==> config.mk <==
export PLATFORM = sky130hd
export DESIGN_NAME = codec_secondary_cmd_regs
export DESIGN_NICKNAME = d
export VERILOG_FILES = /design/src/core/codec_cmd_pkg.sv /design/src/core/codec_secondary_cmd_regs.sv
export SDC_FILE = /design/constraint.sdc
export NUM_CORES = 1
export LEC_CHECK = 0
export BUFFER_PORTS_ARGS = -buffer_cell sky130_fd_sc_hd__buf_2
export CAP_MARGIN = 20
export CORE_AREA = 2 2 127 67
export CTS_CLUSTER_DIAMETER = 60
export DETAILED_ROUTE_END_ITERATION = 16
export DIE_AREA = 0 0 129 69
export GPL_TIMING_DRIVEN = 0
export PLACE_DENSITY = 0.86
export RECOVER_POWER = 25
export REMOVE_ABC_BUFFERS = 1
export SETUP_SLACK_MARGIN = 0.15
export SKIP_CTS_REPAIR_TIMING = 1
export SLEW_MARGIN = 20
export SYNTH_ARGS = -nofsm -noshare
export SYNTH_HDL_FRONTEND = slang
export SYNTH_SLANG_ARGS = --single-unit
==> constraint.sdc <==
create_clock -name clock_in -period 3.2 [get_ports clock_in]
set_input_delay 0.64 -clock clock_in [delete_from_list [all_inputs] [get_ports clock_in]]
set_output_delay 0.64 -clock clock_in [all_outputs]
set_load 0.05 [all_outputs]
==> src/core/codec_cmd_pkg.sv <==
package codec_cmd_pkg;
	// ****************************************************************
	// command word layout
	// ****************************************************************
	localparam int         WORD_BITS      = 16;
	localparam int         CTRL_HI_BIT    = 15;
	localparam int         CTRL_LO_BIT    = 14;
	localparam int         RW_BIT         = 13;
	localparam int         ADDR_MSB       = 12;
	localparam int         ADDR_LSB       = 8;
	localparam int         DATA_MSB       = 7;
	localparam int         PRI_CTRL_HI    = 1;
	localparam int         PRI_CTRL_LO    = 0;
	// position of read/write bit and address once the upper byte is in
	localparam int         HEAD_RW_BIT    = 5;
	localparam int         HEAD_ADDR_MSB  = 4;
	localparam logic [4:0] LAST_EDGE_CNT  = 5'h0f;
	localparam logic [4:0] HEAD_EDGE_CNT  = 5'h07;
	localparam logic [4:0] FIRST_CNT      = 5'h01;

	// ****************************************************************
	// register addresses and reset values
	// ****************************************************************
	localparam logic [4:0] ADDR_NO_OPERATION   = 5'h00;
	localparam logic [4:0] ADDR_FILTER_DIV     = 5'h01;
	localparam logic [4:0] ADDR_CONVERSION_DIV = 5'h02;
	localparam logic [4:0] ADDR_PHASE_OFFSET   = 5'h03;
	localparam logic [4:0] ADDR_GAIN_SELECT    = 5'h04;
	localparam logic [7:0] RST_FILTER_DIV      = 8'h12;
	localparam logic [7:0] RST_CONVERSION_DIV  = 8'h12;
	localparam logic [7:0] RST_PHASE_OFFSET    = 8'h00;
	localparam logic [7:0] RST_GAIN_SELECT     = 8'h05;
	localparam logic [7:0] GAIN_USED_MASK      = 8'h3f;
	localparam int         MON_GAIN_MSB        = 5;
	localparam int         MON_GAIN_LSB        = 4;
	localparam int         IN_GAIN_MSB         = 3;
	localparam int         IN_GAIN_LSB         = 2;
	localparam int         OUT_GAIN_MSB        = 1;
	localparam int         OUT_GAIN_LSB        = 0;

	// ****************************************************************
	// control bit codes
	// ****************************************************************
	localparam logic [1:0] CTRL_NONE     = 2'h0;
	localparam logic [1:0] CTRL_LATER    = 2'h1;
	localparam logic [1:0] CTRL_EARLIER  = 2'h2;
	localparam logic [1:0] CTRL_HARDWARE = 2'h3;

	typedef enum logic [1:0] {
		FRAME_IDLE,
		FRAME_PRIMARY,
		FRAME_SECONDARY
	} frame_state_type;
endpackage

==> src/core/codec_secondary_cmd_regs.sv <==
// How it works
// - write command: bits 12..8 address a register, bits 7..0 are stored there (only bits 5..0 at address 4)
// - during a write command the outgoing word is all zeros
// - read command reads the addressed register, incoming data byte ignored
// - phase-shift control bits still act during a read command
// - read data goes out in the low byte, upper byte zero
// - address zero changes no register
// - reading address zero returns a zero byte
// - address 1 holds the filter clock divisor, bit 7 most significant
// - filter clock is master clock divided by twice the divisor
// - filter clock divisor resets to eighteen
// - address 2 divides the filter clock into the conversion rate
// - conversion divisor resets to eighteen
// - address 3 holds signed sample-phase offset in master clock periods
// - sample-phase offset resets to zero
// - gain bits 5..4 select monitor gain
// - gain bits 3..2 select input gain, reset code 01
// - gain bits 1..0 select output gain
// - monitor gain resets to squelch, output gain to 0 dB
// - command takes effect on the sixteenth falling shift clock edge
// - a read leaves register contents unchanged
// - top two command bits select phase shift; code 00 ignores the pins and no secondary request is raised
module codec_secondary_cmd_regs
	import codec_cmd_pkg::*;
(
	input  wire logic       clock_in,
	input  wire logic       rst_b_in,
	input  wire logic       enable_in,
	input  wire logic       shift_clock_in,
	input  wire logic       frame_sync_in,
	input  wire logic       secondary_frame_in,
	input  wire logic       serial_data_in,
	input  wire logic [1:0] hardware_request_in,
	output logic            serial_data_out,
	output logic            phase_earlier_out,
	output logic            phase_later_out,
	output logic            secondary_request_out,
	output logic            filter_clock_tick_out,
	output logic            conversion_tick_out,
	output logic [7:0]      filter_clock_divisor_out,
	output logic [7:0]      conversion_rate_divisor_out,
	output logic [7:0]      sample_phase_offset_out,
	output logic [1:0]      monitor_gain_out,
	output logic [1:0]      input_gain_out,
	output logic [1:0]      output_gain_out
);
	// ****************************************************************
	// decoding helpers
	// ****************************************************************
	// returns {earlier, later}; zero code consults the pins only in primary words
	function automatic logic [1:0] phase_decode(input logic [1:0] ctrl,
	                                            input logic [1:0] pins,
	                                            input logic       primary);
		logic use_pins;
		use_pins = (ctrl == CTRL_HARDWARE) || (primary && ctrl == CTRL_NONE);
		if (use_pins) begin
			phase_decode = (pins == CTRL_EARLIER || pins == CTRL_LATER) ? pins : 2'h0;
		end else if (ctrl == CTRL_EARLIER || ctrl == CTRL_LATER) begin
			phase_decode = ctrl;
		end else begin
			phase_decode = 2'h0;
		end
	endfunction

	// ****************************************************************
	// state
	// ****************************************************************
	frame_state_type state_q;
	frame_state_type state_d;
	logic            shift_clock_q;
	logic [4:0]      bit_cnt_q;
	logic [15:0]     shift_q;
	logic [7:0]      out_byte_q;
	logic            dout_q;
	logic            read_active_q;
	logic [7:0]      filter_div_q;
	logic [7:0]      conversion_div_q;
	logic [7:0]      phase_offset_q;
	logic [7:0]      gain_q;
	logic [8:0]      filter_cnt_q;
	logic [7:0]      conversion_cnt_q;
	logic            filter_tick_q;
	logic            conversion_tick_q;
	logic            earlier_q;
	logic            later_q;
	logic            request_q;

	// ****************************************************************
	// serial framing
	// ****************************************************************
	wire        shift_fall  = enable_in && shift_clock_q && !shift_clock_in;
	wire        frame_start = shift_fall && state_q == FRAME_IDLE && frame_sync_in;
	wire        in_frame    = shift_fall && state_q != FRAME_IDLE;
	wire [15:0] word_next   = {shift_q[WORD_BITS-2:0], serial_data_in};
	wire        word_done   = in_frame && bit_cnt_q == LAST_EDGE_CNT;
	wire        head_done   = in_frame && bit_cnt_q == HEAD_EDGE_CNT;
	wire        is_second   = state_q == FRAME_SECONDARY;
	wire        head_rw     = word_next[HEAD_RW_BIT];
	wire [4:0]  head_addr   = word_next[HEAD_ADDR_MSB:0];
	wire        cmd_rw      = word_next[RW_BIT];
	wire [4:0]  cmd_addr    = word_next[ADDR_MSB:ADDR_LSB];
	wire [7:0]  cmd_data    = word_next[DATA_MSB:0];
	wire        sec_write   = word_done && is_second && !cmd_rw;
	wire        wr_filter   = sec_write && cmd_addr == ADDR_FILTER_DIV;
	wire        wr_conv     = sec_write && cmd_addr == ADDR_CONVERSION_DIV;
	wire        wr_phase    = sec_write && cmd_addr == ADDR_PHASE_OFFSET;
	wire        wr_gain     = sec_write && cmd_addr == ADDR_GAIN_SELECT;
	wire [1:0]  ctrl_bits   = is_second ? word_next[CTRL_HI_BIT:CTRL_LO_BIT]
	                                    : word_next[PRI_CTRL_HI:PRI_CTRL_LO];
	wire [1:0]  phase_req   = phase_decode(ctrl_bits, hardware_request_in,
	                                       !is_second);
	wire        sec_request = !is_second && (ctrl_bits == CTRL_HARDWARE ||
	                                         hardware_request_in == CTRL_HARDWARE);

	// address zero and unimplemented addresses read as zero
	wire [7:0]  read_byte   = (head_addr == ADDR_FILTER_DIV)     ? filter_div_q     :
	                          (head_addr == ADDR_CONVERSION_DIV) ? conversion_div_q :
	                          (head_addr == ADDR_PHASE_OFFSET)   ? phase_offset_q   :
	                          (head_addr == ADDR_GAIN_SELECT)    ? gain_q           :
	                          8'h00;
	wire        do_read     = head_done && is_second && head_rw;
	wire [7:0]  load_byte   = do_read ? read_byte : 8'h00;

	always_comb begin
		state_d = state_q;
		case (state_q)
			FRAME_IDLE: begin
				if (frame_start) begin
					state_d = secondary_frame_in ? FRAME_SECONDARY : FRAME_PRIMARY;
				end
			end
			FRAME_PRIMARY,
			FRAME_SECONDARY: begin
				if (word_done) begin
					state_d = FRAME_IDLE;
				end
			end
			default: begin
				state_d = FRAME_IDLE;
			end
		endcase
	end

	always_ff @(posedge clock_in or negedge rst_b_in) begin
		if (!rst_b_in) begin
			state_q       <= FRAME_IDLE;
			shift_clock_q <= 1'b0;
			bit_cnt_q     <= 5'h00;
			shift_q       <= 16'h0000;
		end else if (enable_in) begin
			state_q       <= state_d;
			shift_clock_q <= shift_clock_in;
			if (frame_start) begin
				bit_cnt_q <= FIRST_CNT;
				shift_q   <= word_next;
			end else if (in_frame) begin
				bit_cnt_q <= word_done ? 5'h00 : bit_cnt_q + FIRST_CNT;
				shift_q   <= word_next;
			end
		end
	end

	// ****************************************************************
	// outgoing word: zeros, then the read byte msb first
	// ****************************************************************
	always_ff @(posedge clock_in or negedge rst_b_in) begin
		if (!rst_b_in) begin
			out_byte_q    <= 8'h00;
			dout_q        <= 1'b0;
			read_active_q <= 1'b0;
		end else if (head_done) begin
			dout_q        <= load_byte[DATA_MSB];
			out_byte_q    <= {load_byte[DATA_MSB-1:0], 1'b0};
			read_active_q <= do_read;
		end else if (word_done || frame_start) begin
			dout_q        <= 1'b0;
			out_byte_q    <= 8'h00;
			read_active_q <= 1'b0;
		end else if (in_frame) begin
			dout_q        <= out_byte_q[DATA_MSB];
			out_byte_q    <= {out_byte_q[DATA_MSB-1:0], 1'b0};
		end
	end

	// ****************************************************************
	// configuration registers
	// ****************************************************************
	always_ff @(posedge clock_in or negedge rst_b_in) begin
		if (!rst_b_in) begin
			filter_div_q     <= RST_FILTER_DIV;
			conversion_div_q <= RST_CONVERSION_DIV;
			phase_offset_q   <= RST_PHASE_OFFSET;
			gain_q           <= RST_GAIN_SELECT;
		end else begin
			if (wr_filter) begin
				filter_div_q <= cmd_data;
			end
			if (wr_conv) begin
				conversion_div_q <= cmd_data;
			end
			if (wr_phase) begin
				phase_offset_q <= cmd_data;
			end
			if (wr_gain) begin
				gain_q <= cmd_data & GAIN_USED_MASK;
			end
		end
	end

	// ****************************************************************
	// control bit strobes
	// ****************************************************************
	always_ff @(posedge clock_in or negedge rst_b_in) begin
		if (!rst_b_in) begin
			earlier_q <= 1'b0;
			later_q   <= 1'b0;
			request_q <= 1'b0;
		end else if (enable_in) begin
			earlier_q <= word_done && phase_req[1];
			later_q   <= word_done && phase_req[0];
			request_q <= word_done && sec_request;
		end
	end

	// ****************************************************************
	// filter clock and conversion rate dividers
	// ****************************************************************
	wire [8:0] filter_period = {filter_div_q, 1'b0};
	wire [8:0] filter_cnt_nx = filter_cnt_q + 9'h001;
	wire       filter_wrap   = filter_cnt_nx >= filter_period;
	wire [7:0] conv_cnt_nx   = conversion_cnt_q + 8'h01;
	wire       conv_wrap     = conv_cnt_nx >= conversion_div_q;

	always_ff @(posedge clock_in or negedge rst_b_in) begin
		if (!rst_b_in) begin
			filter_cnt_q      <= 9'h000;
			conversion_cnt_q  <= 8'h00;
			filter_tick_q     <= 1'b0;
			conversion_tick_q <= 1'b0;
		end else if (enable_in) begin
			filter_cnt_q      <= filter_wrap ? 9'h000 : filter_cnt_nx;
			filter_tick_q     <= filter_wrap;
			conversion_tick_q <= filter_wrap && conv_wrap;
			if (filter_wrap) begin
				conversion_cnt_q <= conv_wrap ? 8'h00 : conv_cnt_nx;
			end
		end
	end

	// ****************************************************************
	// outputs
	// ****************************************************************
	assign serial_data_out             = dout_q;
	assign phase_earlier_out           = earlier_q;
	assign phase_later_out             = later_q;
	assign secondary_request_out       = request_q;
	assign filter_clock_tick_out       = filter_tick_q;
	assign conversion_tick_out         = conversion_tick_q;
	assign filter_clock_divisor_out    = filter_div_q;
	assign conversion_rate_divisor_out = conversion_div_q;
	assign sample_phase_offset_out     = phase_offset_q;
	assign monitor_gain_out            = gain_q[MON_GAIN_MSB:MON_GAIN_LSB];
	assign input_gain_out              = gain_q[IN_GAIN_MSB:IN_GAIN_LSB];
	assign output_gain_out             = gain_q[OUT_GAIN_MSB:OUT_GAIN_LSB];

	// ****************************************************************
	// assertions
	// ****************************************************************
	property p_reset_defaults;
		@(posedge clock_in) disable iff (!rst_b_in)
		!$past(rst_b_in) |-> (filter_div_q == RST_FILTER_DIV &&
		                      conversion_div_q == RST_CONVERSION_DIV &&
		                      phase_offset_q == RST_PHASE_OFFSET && gain_q == RST_GAIN_SELECT);
	endproperty
	a_reset_defaults: assert property (p_reset_defaults)
		else $error("registers not at defaults after reset");

	property p_write_filter;
		@(posedge clock_in) disable iff (!rst_b_in)
		wr_filter |=> filter_div_q == $past(word_next[DATA_MSB:0]);
	endproperty
	a_write_filter: assert property (p_write_filter)
		else $error("filter divisor write lost");

	property p_read_keeps;
		@(posedge clock_in) disable iff (!rst_b_in)
		(word_done && is_second && cmd_rw) |=>
			$stable(filter_div_q) && $stable(conversion_div_q) &&
			$stable(phase_offset_q) && $stable(gain_q);
	endproperty
	a_read_keeps: assert property (p_read_keeps)
		else $error("read changed a register");

	property p_noop_keeps;
		@(posedge clock_in) disable iff (!rst_b_in)
		(word_done && cmd_addr == 5'h00) |=>
			$stable(filter_div_q) && $stable(conversion_div_q) &&
			$stable(phase_offset_q) && $stable(gain_q);
	endproperty
	a_noop_keeps: assert property (p_noop_keeps)
		else $error("no-op address changed a register");

	property p_write_quiet;
		@(posedge clock_in) disable iff (!rst_b_in)
		dout_q |-> read_active_q;
	endproperty
	a_write_quiet: assert property (p_write_quiet)
		else $error("data driven outside read byte");

	property p_noop_read_zero;
		@(posedge clock_in) disable iff (!rst_b_in)
		(do_read && head_addr == ADDR_NO_OPERATION) |=> (!dout_q && out_byte_q == 8'h00);
	endproperty
	a_noop_read_zero: assert property (p_noop_read_zero)
		else $error("no-op read not zero");

	property p_gain_top_zero;
		@(posedge clock_in) disable iff (!rst_b_in)
		wr_gain |=> (gain_q & ~GAIN_USED_MASK) == 8'h00 &&
			gain_q[MON_GAIN_MSB:0] == $past(word_next[MON_GAIN_MSB:0]);
	endproperty
	a_gain_top_zero: assert property (p_gain_top_zero)
		else $error("gain write wrong");

	property p_change_on_last_edge;
		@(posedge clock_in) disable iff (!rst_b_in)
		$changed(filter_div_q) |-> $past(word_done) && $past(is_second);
	endproperty
	a_change_on_last_edge: assert property (p_change_on_last_edge)
		else $error("register changed outside sixteenth edge");

	property p_read_phase;
		@(posedge clock_in) disable iff (!rst_b_in)
		(word_done && is_second && cmd_rw &&
		 word_next[CTRL_HI_BIT:CTRL_LO_BIT] == CTRL_EARLIER) |=>
			phase_earlier_out && !phase_later_out;
	endproperty
	a_read_phase: assert property (p_read_phase)
		else $error("phase request lost in read");

	property p_filter_period;
		@(posedge clock_in) disable iff (!rst_b_in)
		(enable_in && filter_div_q != 8'h00 && filter_cnt_q < filter_period) |->
			filter_wrap == (filter_cnt_q == filter_period - 9'h001);
	endproperty
	a_filter_period: assert property (p_filter_period)
		else $error("filter tick period wrong");
endmodule

# After elaboration in Yosys (flattened, before gate mapping)
# Index checks and enable logic that the tools add are counted.
[word_totals]
register_bits = 84
wordCells = 106
[op_classes]
n_addsub = 3
n_lt_le_gt_ge = 2
n_eq_ne = 20
mux = 26
reduce_logical = 38
[op_table]
columns = ["operator", "n"]
rows = [
  ["$mux W8", 8],
  ["$mux W15", 2],
  ["$logic_and A1 B1 Y1", 21],
  ["$eq A5 B2 Y1 const B", 4],
  ["$eq A5 B3 Y1 const B", 3],
  ["$mux W5", 3],
  ["$mux W2", 7],
  ["$eq A2 B2 Y1 const B", 5],
  ["$eq A5 B1 Y1 const B", 2],
  ["$add A9 B1 Y9 const B", 1],
  ["$ge A9 B9 Y1", 1],
  ["$mux W9", 1],
  ["$add A8 B1 Y8 const B", 1],
  ["$ge A8 B8 Y1", 1],
  ["$eq A2 B1 Y1 const B", 3],
  ["$mux W6", 1],
  ["$add A5 B1 Y5 const B", 1],
  ["$eq A5 B4 Y1 const B", 1],
  ["$logic_or A1 B1 Y1", 5],
  ["$logic_not A2 Y1", 2],
  ["$ne A2 B2 Y1 const B", 2],
  ["$pmux W2 S2", 1],
  ["$reduce_and A2 Y1", 2],
  ["$reduce_bool A2 Y1", 2],
  ["5 further kinds", 9],
]

# Depth between registers and ports, before layout
[logic_depth]
depth_word = 8
ltp_mapped = 11
depth_no_buf = 10

# Worst setup path before layout
# Ideal clock, no wire load.
[synth_path]
kind = "reg2reg"
startpoint = "register filter_cnt_q[0]"
endpoint = "register conversion_tick_q, in the netlist conversion_tick_out"
arrival_ns = 2.491
required_ns = 3.079
path_slack_ns = 0.588
stages_incl_launch_ff = 11
path_cell_list = "dfrtp_1 > ha_1 > and3_1 > nand3_1 > xnor2_1 > ha_1 > a211o_1 > o2111ai_1 > clkbuf_1 > nand2_1 > a22o_1"
[synth_between]
elab_chain_len = 3
[synth_lines]
columns = ["item", "line_no", "source"]
rows = [
  ["start, declared", "codec_secondary_cmd_regs.sv:80", "logic [8:0] filter_cnt_q;"],
  ["start signal, assigned", "codec_secondary_cmd_regs.sv:241", "filter_cnt_q <= filter_wrap ? 9'h000 : filter_cnt_nx;"],
  ["$add A9 B1 Y9", "codec_secondary_cmd_regs.sv:229", "wire [8:0] filter_cnt_nx = filter_cnt_q + 9'h001;"],
  ["$ge A9 B9 Y1", "codec_secondary_cmd_regs.sv:230", "wire filter_wrap = filter_cnt_nx >= filter_period;"],
  ["$logic_and A1 B1 Y1", "codec_secondary_cmd_regs.sv:243", "conversion_tick_q <= filter_wrap && conv_wrap;"],
  ["end signal, assigned", "codec_secondary_cmd_regs.sv:243", ""],
  ["end, declared", "codec_secondary_cmd_regs.sv:83", "logic conversion_tick_q;"],
]
# No other way between the ends.
# A chain may end at the register's enable or synchronous reset.

# Worst setup path after layout
[layout_path]
startpoint = "register filter_cnt_q[1]"
endpoint = "register conversion_cnt_q[5]"
[layout_between]
elab_chain_len = 3
[layout_lines]
columns = ["item", "line_no", "source"]
rows = [
  ["$add A9 B1 Y9", "codec_secondary_cmd_regs.sv:229", ""],
  ["$ge A9 B9 Y1", "codec_secondary_cmd_regs.sv:230", ""],
  ["$reduce_and A2 Y1 (no source line)", "-", ""],
  ["end signal, assigned", "codec_secondary_cmd_regs.sv:245", "conversion_cnt_q <= conv_wrap ? 8'h00 : conv_cnt_nx;"],
  ["end, declared", "codec_secondary_cmd_regs.sv:81", "logic [7:0] conversion_cnt_q;"],
]
# No other way between the ends.

==> flow_summary.json <==
{
  "status": "finished, violations left",
  "violations": "capacitance limit, slew limit",
  "ys_seq_area_frac": 0.4648,
  "crit_chain": "ha_2 -> and3_1 -> nand3_1 -> xnor2_1 -> ha_1 -> a211o_1 -> o2111ai_4 -> buf_4 -> and2_1 -> o22ai_1",
  "final_cells": 620,
  "worstPathRequired_ns": 3.40,
  "syn_area_um2": 4484,
  "syn_inst": 460,
  "numCtsBuffers": 9,
  "first_iter_violations": 359,
  "worst_slew_pin_slew_ns": 2.265,
  "wl_per_cell_um": 19.12,
  "seqPwrFrac": 0.375,
  "maxSlewViolCount": 39,
  "nFillCells": 591,
  "setup_violations": 0,
  "finalCritPeriodShare": 0.9112,
  "clock-root-buffer": "clkbuf_16",
  "grt_max_degree": 46,
  "place.port_buffers": 44,
  "use_met3": 0.08307,
  "design_area_um2": 5246,
  "p_sw_frac": 0.3619,
  "grt_pass1_vias": 3665,
  "drt-total-wl_um": 11860,
  "synth_cell_types": 58,
  "synth-main-ff-cell": "dfrtp_1",
  "start_util": 0.5750,
  "hold_path.class": "reg2reg",
  "power_density_nw_per_um2": 738.5,
  "p_switching_mw": 1.402,
  "final_cell_mix": "86 x nand2_1, 76 x dfrtp_1, 43 x buf_2",
  "post-route-util": 0.6727,
  "antenna_cells": 0,
  "internal_power_mw": 2.472,
  "irDropWorstVdd_uv": 383.4,
  "cp_max_fo": 5,
  "grtUsageTotal": 0.2741,
  "critPathCaptureType": "flip-flop",
  "total_leakage_power_nw": 2.561,
  "arrival_ns": 3.12,
  "layout-drive-gt1-share": 0.2224,
  "critPathKind": "reg2reg",
  "synth_area_leader_cell": "dfrtp_1",
  "use_met2": 0.3757,
  "h-tree-depth": 3,
  "die-area_um2": 8901,
  "firstDrtPassIters": 5,
  "core.rowCount": 23,
  "synth_seq_cells": 83,
  "clkPwrFrac": 0.307,
  "cts.reportedPaths.clkPinSlew_ns": 0.06,
  "fin_hold_ws_ns": 0.4723,
  "antenna_found_initial": 0,
  "fmax_ghz": 0.3430,
  "clk_path_buf_depth": 2,
  "path_buf_inv": 1,
  "skew_ns": 0.006671,
  "met1_usage": 0.4202,
  "coreArea_um2": 7799,
  "slowest_stage": "dfrtp_1",
  "critPathTopFamily": "compound AO/OA/AOI/OAI gates",
  "die_w_um": 129,
  "die_y_um": 69,
  "grt_pass1_wl_um": 18820,
  "comb_power_share": 0.318,
  "cts_tree": "built",
  "slew_headroom": -0.5102,
  "dp.cells": 598,
  "final_common_cell": "nand2_1",
  "slowest_delay_ns": 0.41,
  "async_flop_share": 1.000,
  "cts_sinks": 83,
  "finalHoldViolations": 0,
  "busiest_layer": "met1",
  "startpoint_type": "flip-flop",
  "synth_edf_count": 0,
  "post-dp-hpwl_um": 8236,
  "post-synth-top-area-fraction": 0.4297,
  "globalRouteOverflowTotal": 0,
  "io_pins": 45,
  "ant_nets": 0,
  "syn_avg_cell_area_um2": 9.748,
  "grt_setup_unrepaired": "false",
  "drv_cap": 1,
  "area_delta_synth_final_pct": 16.99,
  "vias_per_cell": 6.023,
  "finalCriticalPeriod_ns": 2.916,
  "drc": 0,
  "dpl_cell_area_um2": 4806,
  "synth_warnings": 0,
  "vias": 3734,
  "clk_latency_ns": 0.34,
  "synth.top_cells.by_area": "dfrtp_1 43%, nand2_1 7.3%, ha_1 5.9%",
  "globalplace.congestion": 0.8584,
  "fin_nets": 533
}
[area by class of cell]
| class | instances | area, um2 | share of cell area |
|---|---|---|---|
| clock buffer | 11 | 242.7 | 0.04627 |
| clock inverter | 5 | 100.1 | 0.01908 |
| inverter | 34 | 127.6 | 0.02433 |
| multi-input combinational | 324 | 2255 | 0.4298 |
| sequential | 83 | 2086 | 0.3976 |
| tap | 112 | 140.1 | 0.02671 |
| timing repair buffer | 51 | 295.3 | 0.05628 |
[synthesized netlist by cell type (7+ instances only)]
library cell,count
ha_1,21
nand2_1,87
mux2_2,22
nand3_1,7
inv_1,33
clkbuf_1,13
a21oi_1,10
xnor2_1,9
o21ai_0,38
nand2b_1,11
a22oi_1,7
nor2_1,19
dfrtp_1,77
[registers in the layout (all words and copies together) (netlist names), 2 cells and up]
| signal | flops |
|---|---|
| sample_phase_offset_out | 8 |
| conversion_cnt_q | 8 |
| shift_q | 15 |
| bit_cnt_q | 5 |
| out_byte_q | 7 |
| conversion_rate_divisor_out | 8 |
| state_q | 2 |
| gain_q | 6 |
| filter_cnt_q | 9 |
| filter_clock_divisor_out | 8 |
[per-stage QoR]
step | TNS (ns) | setup WS [ns] | power, mW
3_5_place_dp | -3.385 | -0.3060 | 2.522
2_1_floorplan | 0 | 0.3851 | 2.162
5_1_grt | 0 | 0.1585 | 4.089
4_1_cts | -3.952 | -0.3402 | 3.726
6_report | 0 | 0.2843 | 3.874
3_3_place_gp | -9.631 | -0.5096 | 2.420
[tightest hold or removal path, stage by stage, from the launching register on]
cell and delay, ns:
dfrtp_1 0.33, nand2_1 0.04, o21ai_0 0.06
[power groups by stage]
| stage | registers [mW] | logic (mW) | clock network [mW] |
|---|---|---|---|
| finish | 1.45 | 1.23 | 1.19 |
| global route | 1.48 | 1.36 | 1.26 |
| CTS | 1.44 | 1.08 | 1.20 |
| detailed placement | 1.46 | 1.06 | 0 |
| global placement | 1.44 | 0.980 | 0 |
| floorplan | 1.41 | 0.754 | 0 |
[layer usage]
metal | up-vias | part of all wire
li1 | 1708 | -
met1 | 1826 | 0.48
met2 | 183 | 0.42
met3 | 17 | 0.089
met4 | 0 | 0.014
met5 | - | 0
[worst paths after layout]
kind	start	endpoint	slack (ns)	depth (start not counted)
setup / recovery	filter_cnt_q[1]	conversion_cnt_q[5]	0.28	10
max in group asynchronous	rst_b_in	filter_cnt_q[0]	0.77	1
setup reg to reg	filter_cnt_q[1]	conversion_cnt_q[5]	0.28	10
hold reg to reg	serial_data_out	serial_data_out	0.47	2
hold / removal	serial_data_out	serial_data_out	0.47	2
min in group asynchronous	rst_b_in	shift_clock_q	0.96	1
[kinds of logic after synthesis]
logic type      after synthesis  share of synthesized area
fa+ha+maj                    23                    0.06306
xor+xnor                     13                    0.02539
compound gates               98                     0.1473
buf+inv                      54                    0.04799
flops                        83                     0.4648
simple gates                161                     0.1828
mux                          28                    0.06864
Power figures use the tool's default switching activity.
